<file path="config.mk">
export PLATFORM = sky130hd
export DESIGN_NAME = mmr_space_decoder
export DESIGN_NICKNAME = d
export VERILOG_FILES = /design/src/common/mmr_space_pkg.sv /design/src/logic/mmr_space_decoder.sv
export SDC_FILE = /design/constraint.sdc
export NUM_CORES = 1
export LEC_CHECK = 0
export ABC_AREA = 0
export BUFFER_PORTS_ARGS = -buffer_cell sky130_fd_sc_hd__clkbuf_2
export CORE_MARGIN = 5
export CORE_UTILIZATION = 25
export DETAILED_ROUTE_END_ITERATION = 7
export SLEW_MARGIN = 20
export SYNTH_ARGS = -nofsm -noshare
export SYNTH_HDL_FRONTEND = slang
export SYNTH_SLANG_ARGS = --single-unit
export TNS_END_PERCENT = 5
</file>
<file path="constraint.sdc">
create_clock -name clk_sys -period 4.8 [get_ports clk_sys]
set_clock_uncertainty 0.05 [all_clocks]
set_input_delay 0.72 -clock clk_sys [delete_from_list [all_inputs] [get_ports clk_sys]]
set_output_delay 0.72 -clock clk_sys [all_outputs]
set_load 0.01 [all_outputs]
</file>
<file path="src/common/mmr_space_pkg.sv">
// Constants, register map and state encoding for the register space decoder.
// Assumes one system clock and a core that issues one register access at a time.
package mmr_space_pkg;

  // ---------------------------------------------------------------------------
  // Region and access encoding
  // ---------------------------------------------------------------------------
  localparam logic [15:0] REGION_TAG = 16'hFFFF;   // Upper address half of the two top pages
  localparam logic [1:0]  SIZE_BYTE  = 2'h0;
  localparam logic [1:0]  SIZE_HALF  = 2'h1;
  localparam logic [1:0]  SIZE_WORD  = 2'h2;
  localparam logic [7:0]  REMAP_RST  = 8'h01;      // Flash mirrored at zero after reset
  localparam logic [15:0] REMAP_OFF  = 16'h0220;

  // ---------------------------------------------------------------------------
  // Single-cycle local blocks
  // ---------------------------------------------------------------------------
  localparam logic [15:0] IRQ_BASE   = 16'h0000;
  localparam logic [15:0] IRQ_LIMIT  = 16'h013F;
  localparam logic [15:0] SYS_BASE   = 16'h0200;
  localparam logic [15:0] SYS_LIMIT  = 16'h02FF;

  // ---------------------------------------------------------------------------
  // System bus windows: GPIO, flash control 0, flash control 1
  // ---------------------------------------------------------------------------
  localparam int unsigned N_SB = 3;
  localparam logic [15:0] SB_LO [N_SB] = '{16'h0D00, 16'h0E00, 16'h0E80};
  localparam logic [15:0] SB_HI [N_SB] = '{16'h0D77, 16'h0E27, 16'h0EA7};

  // ---------------------------------------------------------------------------
  // Peripheral bus windows: timers, clocking, supply monitor, reference,
  // converters, current outputs, serial ports, logic array, PWM
  // ---------------------------------------------------------------------------
  localparam int unsigned N_PB = 13;
  localparam logic [15:0] PB_LO [N_PB] = '{16'h0300, 16'h0400, 16'h0440, 16'h0480, 16'h0500, 16'h0580,
                                           16'h0700, 16'h0800, 16'h0880, 16'h0900, 16'h0A00, 16'h0B00,
                                           16'h0F80};
  localparam logic [15:0] PB_HI [N_PB] = '{16'h0393, 16'h0418, 16'h0447, 16'h04A7, 16'h0523, 16'h05DF,
                                           16'h0745, 16'h082F, 16'h08CF, 16'h094F, 16'h0A13, 16'h0B53,
                                           16'h0FBB};

  // ---------------------------------------------------------------------------
  // Register descriptors of the single-cycle blocks
  // ---------------------------------------------------------------------------
  typedef struct packed {
    logic [15:0] off;
    logic        rd;
    logic        wr;
    logic [2:0]  bytes;
  } reg_desc_t;

  localparam int unsigned N_REG = 27;
  localparam reg_desc_t REG_TAB [N_REG] = '{
    '{16'h0000, 1'b1, 1'b0, 3'h4}, '{16'h0004, 1'b1, 1'b0, 3'h4}, '{16'h0008, 1'b1, 1'b1, 3'h4},
    '{16'h000C, 1'b0, 1'b1, 3'h4}, '{16'h0010, 1'b0, 1'b1, 3'h4}, '{16'h0014, 1'b1, 1'b1, 3'h4},
    '{16'h001C, 1'b1, 1'b1, 3'h4}, '{16'h0020, 1'b1, 1'b1, 3'h4}, '{16'h0024, 1'b1, 1'b1, 3'h4},
    '{16'h0028, 1'b1, 1'b1, 3'h4}, '{16'h002C, 1'b1, 1'b1, 3'h4}, '{16'h0030, 1'b1, 1'b1, 3'h1},
    '{16'h0034, 1'b1, 1'b1, 3'h4}, '{16'h0038, 1'b0, 1'b1, 3'h1}, '{16'h003C, 1'b1, 1'b1, 3'h1},
    '{16'h0100, 1'b1, 1'b0, 3'h4}, '{16'h0104, 1'b1, 1'b0, 3'h4}, '{16'h0108, 1'b1, 1'b1, 3'h4},
    '{16'h010C, 1'b0, 1'b1, 3'h4}, '{16'h011C, 1'b1, 1'b0, 3'h4}, '{16'h0138, 1'b1, 1'b1, 3'h1},
    '{16'h0220, 1'b1, 1'b1, 3'h1}, '{16'h0230, 1'b1, 1'b0, 3'h1}, '{16'h0234, 1'b0, 1'b1, 3'h1},
    '{16'h0248, 1'b0, 1'b1, 3'h1}, '{16'h024C, 1'b1, 1'b1, 3'h1}, '{16'h0250, 1'b0, 1'b1, 3'h1}
  };

  // ---------------------------------------------------------------------------
  // Access sequencer states
  // ---------------------------------------------------------------------------
  typedef enum logic [4:0] {
    ST_IDLE  = 5'b00001,
    ST_LOCAL = 5'b00010,
    ST_SETUP = 5'b00100,
    ST_ENABL = 5'b01000,
    ST_NULL  = 5'b10000
  } state_t;

endpackage

</file>
<file path="src/logic/mmr_space_decoder.sv">
// Register space decoder and bus timing front end for the top register pages.
// Assumes the core holds no second access open while core_busy is high and
// that every target answers read data combinationally while it is selected.
`timescale 1ns/10ps

module mmr_space_decoder (
  // Clock and reset
  input  wire logic        clk_sys,
  input  wire logic        resetn,
  // Core register access
  input  wire logic        core_req,
  input  wire logic        core_wr,
  input  wire logic [31:0] core_addr,
  input  wire logic [1:0]  core_size,
  input  wire logic [31:0] core_wdata,
  output logic             core_busy,
  output logic             core_done,
  output logic             core_fault,
  output logic [31:0]      core_rdata,
  // Shared single-cycle target signals
  output logic [15:0]      loc_addr,
  output logic [31:0]      loc_wdata,
  output logic [3:0]       loc_be,
  output logic             loc_wr,
  // Interrupt controller block
  output logic             irq_sel,
  input  wire logic [31:0] irq_rdata,
  // System control block
  output logic             sysctl_sel,
  input  wire logic [31:0] sysctl_rdata,
  // System bus targets (flash control, GPIO)
  output logic             sbus_sel,
  input  wire logic [31:0] sbus_rdata,
  // Peripheral bus
  output logic             pb_sel,
  output logic             pb_enable,
  output logic             pb_write,
  output logic [31:0]      pb_addr,
  output logic [31:0]      pb_wdata,
  output logic [3:0]       pb_strb,
  input  wire logic [31:0] pb_rdata,
  // Memory remap control
  output logic [7:0]       remap_ctrl
);

  // ---------------------------------------------------------------------------
  // State record
  // ---------------------------------------------------------------------------
  typedef struct packed {
    mmr_space_pkg::state_t st;
    logic                  busy;
    logic                  done;
    logic                  fault;
    logic [31:0]           rdata;
    logic [31:0]           addr;
    logic [31:0]           wdata;
    logic [3:0]            be;
    logic                  wr;
    logic [31:0]           mask;
    logic                  irq_sel;
    logic                  sys_sel;
    logic                  sb_sel;
    logic                  pb_sel;
    logic                  pb_en;
    logic [7:0]            remap;
  } dec_state_t;

  localparam dec_state_t RESET_STATE = '{
    st:      mmr_space_pkg::ST_IDLE,
    busy:    1'b0,
    done:    1'b0,
    fault:   1'b0,
    rdata:   32'h0000_0000,
    addr:    32'h0000_0000,
    wdata:   32'h0000_0000,
    be:      4'h0,
    wr:      1'b0,
    mask:    32'h0000_0000,
    irq_sel: 1'b0,
    sys_sel: 1'b0,
    sb_sel:  1'b0,
    pb_sel:  1'b0,
    pb_en:   1'b0,
    remap:   mmr_space_pkg::REMAP_RST
  };

  dec_state_t s_q;
  dec_state_t s_d;

  // ---------------------------------------------------------------------------
  // Decode helpers
  // ---------------------------------------------------------------------------

  // Byte lanes of one access, little endian
  function automatic logic [3:0] lanes(input logic [1:0] size, input logic [1:0] low);
    logic [3:0] base;
    base = 4'h0;
    case (size)
      mmr_space_pkg::SIZE_BYTE: base = 4'h1;
      mmr_space_pkg::SIZE_HALF: base = 4'h3;
      default:                  base = 4'hF;
    endcase
    lanes = 4'((base << low) & 4'hF);
  endfunction

  // Read data mask for a register of the given byte width
  function automatic logic [31:0] width_mask(input logic [2:0] bytes);
    logic [31:0] m;
    m = 32'hFFFF_FFFF;
    case (bytes)
      3'h1:    m = 32'h0000_00FF;
      3'h2:    m = 32'h0000_FFFF;
      default: m = 32'hFFFF_FFFF;
    endcase
    width_mask = m;
  endfunction

  // Lookup in the descriptor table of the single-cycle blocks
  function automatic mmr_space_pkg::reg_desc_t find_reg(input logic [15:0] off, output logic hit);
    mmr_space_pkg::reg_desc_t d;
    d   = '0;
    hit = 1'b0;
    for (int i = 0; i < int'(mmr_space_pkg::N_REG); i++) begin
      if (mmr_space_pkg::REG_TAB[i].off == {off[15:2], 2'b00}) begin
        d   = mmr_space_pkg::REG_TAB[i];
        hit = 1'b1;
      end
    end
    find_reg = d;
  endfunction

  // Range test against a list of windows
  function automatic logic in_sbus(input logic [15:0] off);
    logic h;
    h = 1'b0;
    for (int i = 0; i < int'(mmr_space_pkg::N_SB); i++) begin
      if (off >= mmr_space_pkg::SB_LO[i] && off <= mmr_space_pkg::SB_HI[i]) begin
        h = 1'b1;
      end
    end
    in_sbus = h;
  endfunction

  function automatic logic in_pbus(input logic [15:0] off);
    logic h;
    h = 1'b0;
    for (int i = 0; i < int'(mmr_space_pkg::N_PB); i++) begin
      if (off >= mmr_space_pkg::PB_LO[i] && off <= mmr_space_pkg::PB_HI[i]) begin
        h = 1'b1;
      end
    end
    in_pbus = h;
  endfunction

  // ---------------------------------------------------------------------------
  // Address classification of the incoming request
  // ---------------------------------------------------------------------------
  logic [15:0]               req_off;
  logic                      in_region;
  logic                      in_irq;
  logic                      in_sys;
  logic                      req_sb;
  logic                      req_pb;
  logic                      reg_hit;
  mmr_space_pkg::reg_desc_t  reg_info;
  logic                      dir_ok;

  // Region test first, so nothing outside the top pages reaches a target
  always_comb begin
    req_off   = core_addr[15:0];
    in_region = (core_addr[31:16] == mmr_space_pkg::REGION_TAG);
    in_irq    = in_region && req_off >= mmr_space_pkg::IRQ_BASE
                && req_off <= mmr_space_pkg::IRQ_LIMIT;
    in_sys    = in_region && req_off >= mmr_space_pkg::SYS_BASE
                && req_off <= mmr_space_pkg::SYS_LIMIT;
    req_sb    = in_region && in_sbus(req_off);
    req_pb    = in_region && in_pbus(req_off);
    reg_info  = find_reg(req_off, reg_hit);
    dir_ok    = core_wr ? reg_info.wr : reg_info.rd;
  end

  // ---------------------------------------------------------------------------
  // Access sequencer
  // ---------------------------------------------------------------------------
  // Local and system bus targets see one strobe cycle, peripheral bus targets
  // a setup and an enable cycle; every access ends in one done pulse so that
  // a stray access to a hole never hangs the core.
  always_comb begin
    s_d       = s_q;
    s_d.done  = 1'b0;
    s_d.fault = 1'b0;
    case (s_q.st)
      mmr_space_pkg::ST_IDLE: begin
        if (core_req) begin
          s_d.busy  = 1'b1;
          s_d.addr  = core_addr;
          s_d.wdata = core_wdata;
          s_d.wr    = core_wr;
          s_d.be    = core_wr ? lanes(core_size, core_addr[1:0]) : 4'h0;
          s_d.mask  = 32'hFFFF_FFFF;
          s_d.rdata = 32'h0000_0000;
          if (in_irq || in_sys) begin
            s_d.mask = width_mask(reg_info.bytes);
            if (!reg_hit) begin
              s_d.st    = mmr_space_pkg::ST_NULL;
            end else if (!dir_ok) begin
              s_d.st = mmr_space_pkg::ST_NULL;
            end else if ({req_off[15:2], 2'b00} == mmr_space_pkg::REMAP_OFF) begin
              // Remap is held here because it steers the memory map itself
              s_d.st = mmr_space_pkg::ST_NULL;
              if (core_wr) begin
                if (lanes(core_size, core_addr[1:0]) != 4'h0) begin
                  s_d.remap = core_wdata[7:0];
                end
              end else begin
                s_d.rdata = {24'h00_0000, s_q.remap};
              end
            end else begin
              s_d.st      = mmr_space_pkg::ST_LOCAL;
              s_d.irq_sel = in_irq;
              s_d.sys_sel = in_sys;
            end
          end else if (req_sb) begin
            s_d.st     = mmr_space_pkg::ST_LOCAL;
            s_d.sb_sel = 1'b1;
          end else if (req_pb) begin
            s_d.st     = mmr_space_pkg::ST_SETUP;
            s_d.pb_sel = 1'b1;
          end else begin
            s_d.st = mmr_space_pkg::ST_NULL;
          end
        end
      end
      mmr_space_pkg::ST_LOCAL: begin
        // Capture at the end of the single strobe cycle
        if (!s_q.wr) begin
          if (s_q.irq_sel) begin
            s_d.rdata = irq_rdata & s_q.mask;
          end else if (s_q.sys_sel) begin
            s_d.rdata = sysctl_rdata & s_q.mask;
          end else begin
            s_d.rdata = sbus_rdata;
          end
        end
        s_d.irq_sel = 1'b0;
        s_d.sys_sel = 1'b0;
        s_d.sb_sel  = 1'b0;
        s_d.busy    = 1'b0;
        s_d.done    = 1'b1;
        s_d.st      = mmr_space_pkg::ST_IDLE;
      end
      mmr_space_pkg::ST_SETUP: begin
        s_d.pb_en = 1'b1;
        s_d.st    = mmr_space_pkg::ST_ENABL;
      end
      mmr_space_pkg::ST_ENABL: begin
        if (!s_q.wr) begin
          s_d.rdata = pb_rdata;
        end
        s_d.pb_sel = 1'b0;
        s_d.pb_en  = 1'b0;
        s_d.busy   = 1'b0;
        s_d.done   = 1'b1;
        s_d.st     = mmr_space_pkg::ST_IDLE;
      end
      mmr_space_pkg::ST_NULL: begin
        // Holes, wrong direction and remap: no target strobe, zero or local data
        s_d.busy  = 1'b0;
        s_d.done  = 1'b1;
        // Remap is the only null access that is not refused
        s_d.fault = !(s_q.addr[31:16] == mmr_space_pkg::REGION_TAG
                      && {s_q.addr[15:2], 2'b00} == mmr_space_pkg::REMAP_OFF);
        s_d.st    = mmr_space_pkg::ST_IDLE;
      end
      default: begin
        s_d = RESET_STATE;
      end
    endcase
  end

  // State register, asynchronous clear to constants only
  always_ff @(posedge clk_sys or negedge resetn) begin
    if (!resetn) begin
      s_q <= RESET_STATE;
    end else begin
      s_q <= s_d;
    end
  end

  // ---------------------------------------------------------------------------
  // Outputs, all straight from the state record
  // ---------------------------------------------------------------------------
  assign core_busy  = s_q.busy;
  assign core_done  = s_q.done;
  assign core_fault = s_q.fault;
  assign core_rdata = s_q.rdata;
  assign loc_addr   = s_q.addr[15:0];
  assign loc_wdata  = s_q.wdata;
  assign loc_be     = s_q.be;
  assign loc_wr     = s_q.wr;
  assign irq_sel    = s_q.irq_sel;
  assign sysctl_sel = s_q.sys_sel;
  assign sbus_sel   = s_q.sb_sel;
  assign pb_sel     = s_q.pb_sel;
  assign pb_enable  = s_q.pb_en;
  assign pb_write   = s_q.wr;
  assign pb_addr    = s_q.addr;
  assign pb_wdata   = s_q.wdata;
  assign pb_strb    = s_q.be;
  assign remap_ctrl = s_q.remap;

endmodule // mmr_space_decoder

</file>
==> results.yml <==
outcome:
  outcome: "finished clean"
logic_synthesis:
  synthArstFlopShare_pct: 100.0
  syn_nets: 1060
  synthesis.area_um2: 7615
  synthCells: 862
  ys.warnings.count: 0
  synth_seq_cells: 124
  yosysSeqAreaShare_pct: 40.78
  avgSynthCellArea_um2: 8.834
  synth_edf_count: 0
  yosysUniqueCellTypes: 57
  synth_ff_type: "dfrtp_1"
cts:
  cts_tree: "yes"
  cts_max_level: 4
  path_clk_slew_ps: 60
  postCtsHoldBufs: 0
  clk_latency_ps: 410
  postCtsSetupRepairBufs: 0
  cts_resized: 0
  root_buffer: "clkbuf_16"
  numCtsBuffers: 17
  cts_buffer_depth: 2
  clkSinkCount: 124
sta:
  finalCritPeriodShare_pct: 72.00
  slew_violations: 0
  max-slew-margin-rel_pct: 32.65
  worstMarginPinSlew_ps: 1002
  fmax_mhz: 289.4
  rsz0062_at_grt: "no"
  hold_viol: 0
  setup_viol: 0
  hold_ws_ps: 349.1
  tns_ps: 0
  fin_crit_ps: 3456
critical_path:
  cp_top_family: "simple AND/OR/NAND/NOR gates"
  worstPathMaxFanout: 43
  worst-path-buf-inv: 1
  cp.depth: 9
  end_kind: "flip-flop"
  cp_data_arrival_time_ps: 3720
  critPathMaxStageDelay_ps: 640
  cp-start-kind: "flip-flop"
  crit_top_cell: "nand2_1"
  cp_slowest_cell: "or3_2"
  worstRegToRegCells: 9
  worstSetupPathType: "reg -> reg"
  path_cells: "nor3_1, nand3b_1, o211ai_1, or3_2, buf_4, nand2_1, nand2b_1, nand2_1, o21ai_0"
  worstPathRequired_ps: 5070
worst_hold_path:
  hp-class: "in -> async"
route:
  postRouteAntennaNets: 0
  wl_um: 26130
  first_iter_violations: 590
  vias: 6938
  wl_per_cell_um: 18.06
  vias_per_cell: 4.795
  dr.pass1.iters: 5
  remaining_drc_errors: 0
job:
  max_cap_violations: 0
power:
  ir_drop_mv: 0.2159
  leakagePower_uw: 0.004646
  p_total_uw: 3190
  power-per-cell-area_nw_per_um2: 346.3
cells_and_area:
  drive_gt1_share_pct: 40.44
  mostFrequentLayoutCells: "clkbuf_2 (366), dfrtp_1 (122), a22o_1 (88), a21oi_1 (85), nor2_1 (75)"
  design_area_um2: 9210
  synthToLayoutAreaGrowth_pct: 20.95
  final_nets: 1236
  stdcell_count: 1447
  n_antenna_cell: 0
  seq_area_um2: 3105
  fill_cells: 3272
  multi_input_area_um2: 3049
  mostFrequentLayoutCell: "clkbuf_2"
floorplanning:
  rows: 64
  die_w_um: 184.5
  initial_core_util_pct: 25.09
  coreArea_um2: 30350
  dieArea_um2: 34050
  pin_count: 368
  dieHeight_um: 184.5
global_route:
  grt_most_used_layer: "met2"
  grt_overflow: 0
  grt_pass1_wl_um: 38520
  grt_pass1_vias: 6413
  grt_max_degree: 91
  use_met3_pct: 3.493
  gr-usage-met1_pct: 19.32
  antenna_found_initial: 0
  grt_use_met2_pct: 23.39
  grt_usage_pct: 14.36
placed_design:
  portBuffers: 367
  place_hpwl_um: 20410
  dpl_cell_area_um2: 8613
  placed_cells: 1415
  gp_congestion: 0.8760
## per-layer routing
metal,part of all wire (%),vias up,routed length [um]
met4,1.3,0,344
met2,49,273,12870
met5,0,-,0
li1,-,3281,-
met1,42,3360,10940
met3,7.6,24,1973
## report_power, final
part           internal (uW)  total [uW]  leakage, uW  switching, uW
Sequential              1160        1260      0.00164            100
Clock                    797        1280     0.000283            487
Combinational            263         649      0.00272            386
## logic make-up (layout without fill, tap and decap cells)
kind of cell	after synthesis	after routing	synth area share (%)
compound gates	281	281	25.26
xor+xnor	1	1	0.1150
buf+inv	231	420	19.42
flops	124	124	40.78
mux	2	2	0.2793
simple gates	223	223	14.15
## worst register-to-register path, delay by kind of cell (launching register included)
kind | cells | cell delay (ps)
DFF | 1 | 400
buffers and inverters | 1 | 560
and+or+nand+nor | 6 | 1750
AOI/OAI and AO/OA | 2 | 610
## cell type report
cell class	count	share of cell area, %
Sequential cell	124	33.72
Multi-Input combinational cell	507	33.11
Timing Repair Buffer	378	20.91
Tap cell	396	5.380
Clock buffer	20	4.959
Clock inverter	12	1.522
Inverter	10	0.4076
## final timing paths
check                      startpoint  slack, ps             to
min reg2reg                 core_busy        420      core_busy
min in group clk_sys        core_busy        420      core_busy
max                          s_q[152]       1340  core_rdata[2]
max reg2reg                  s_q[152]       1340  core_rdata[2]
max in group asynchronous      resetn       3380  loc_wdata[12]
min                            resetn        350        s_q[20]
## through the flow
step / util (%) / setup slack [ps]
2_1_floorplan: - / 2042
3_3_place_gp: 28.38 / 1539
3_5_place_dp: 28.38 / 1287
4_1_cts: 30.35 / 1280
5_1_grt: 30.35 / 1062
6_report: 30.35 / 1344
## synth_stat cells (2+ instances only)
| cell | number | area (um^2) |
|---|---|---|
| clkbuf_1 | 47 | 176.4 |
| a2111oi_0 | 2 | 17.52 |
| buf_1 | 7 | 26.28 |
| and2_1 | 7 | 43.79 |
| o2111ai_1 | 2 | 17.52 |
| a31oi_1 | 4 | 25.02 |
| dfstp_2 | 2 | 52.55 |
| nor4_1 | 9 | 56.30 |
| nor3b_1 | 2 | 15.01 |
| nand2b_1 | 4 | 25.02 |
| nand2_1 | 63 | 236.5 |
| or3_1 | 6 | 37.54 |
| nand4_1 | 10 | 62.56 |
| inv_1 | 10 | 37.54 |
| nor4b_1 | 4 | 35.03 |
| o31ai_1 | 6 | 45.04 |
| nor3_1 | 11 | 55.05 |
| nand3_1 | 7 | 35.03 |
| buf_2 | 6 | 30.03 |
| o21ai_0 | 41 | 205.2 |
| and3_1 | 2 | 12.51 |
| nand3b_1 | 4 | 30.03 |
| o211ai_1 | 5 | 37.54 |
| dfrtp_1 | 122 | 3053 |
| nor2_1 | 75 | 281.5 |
| a21o_1 | 3 | 22.52 |
| a22oi_1 | 24 | 180.2 |
| or2_2 | 2 | 12.51 |
| buf_4 | 161 | 1209 |
| a21oi_1 | 86 | 430.4 |
| a22o_1 | 88 | 770.7 |
| o32ai_1 | 2 | 17.52 |
| o21a_1 | 4 | 30.03 |
| nor2b_1 | 11 | 68.82 |
## flip-flops by register name, summed over array words and instances (netlist names)
name and cells:
pb_enable 1, sbus_sel 1, loc_wdata 32, core_fault 1
irq_sel 1, pb_addr 32, remap_ctrl 8, core_rdata 32
loc_wr 1, pb_sel 1, loc_be 4, core_done 1
sysctl_sel 1, core_busy 1, s_q 7
No activity file was read; power rests on OpenSTA's default activity.
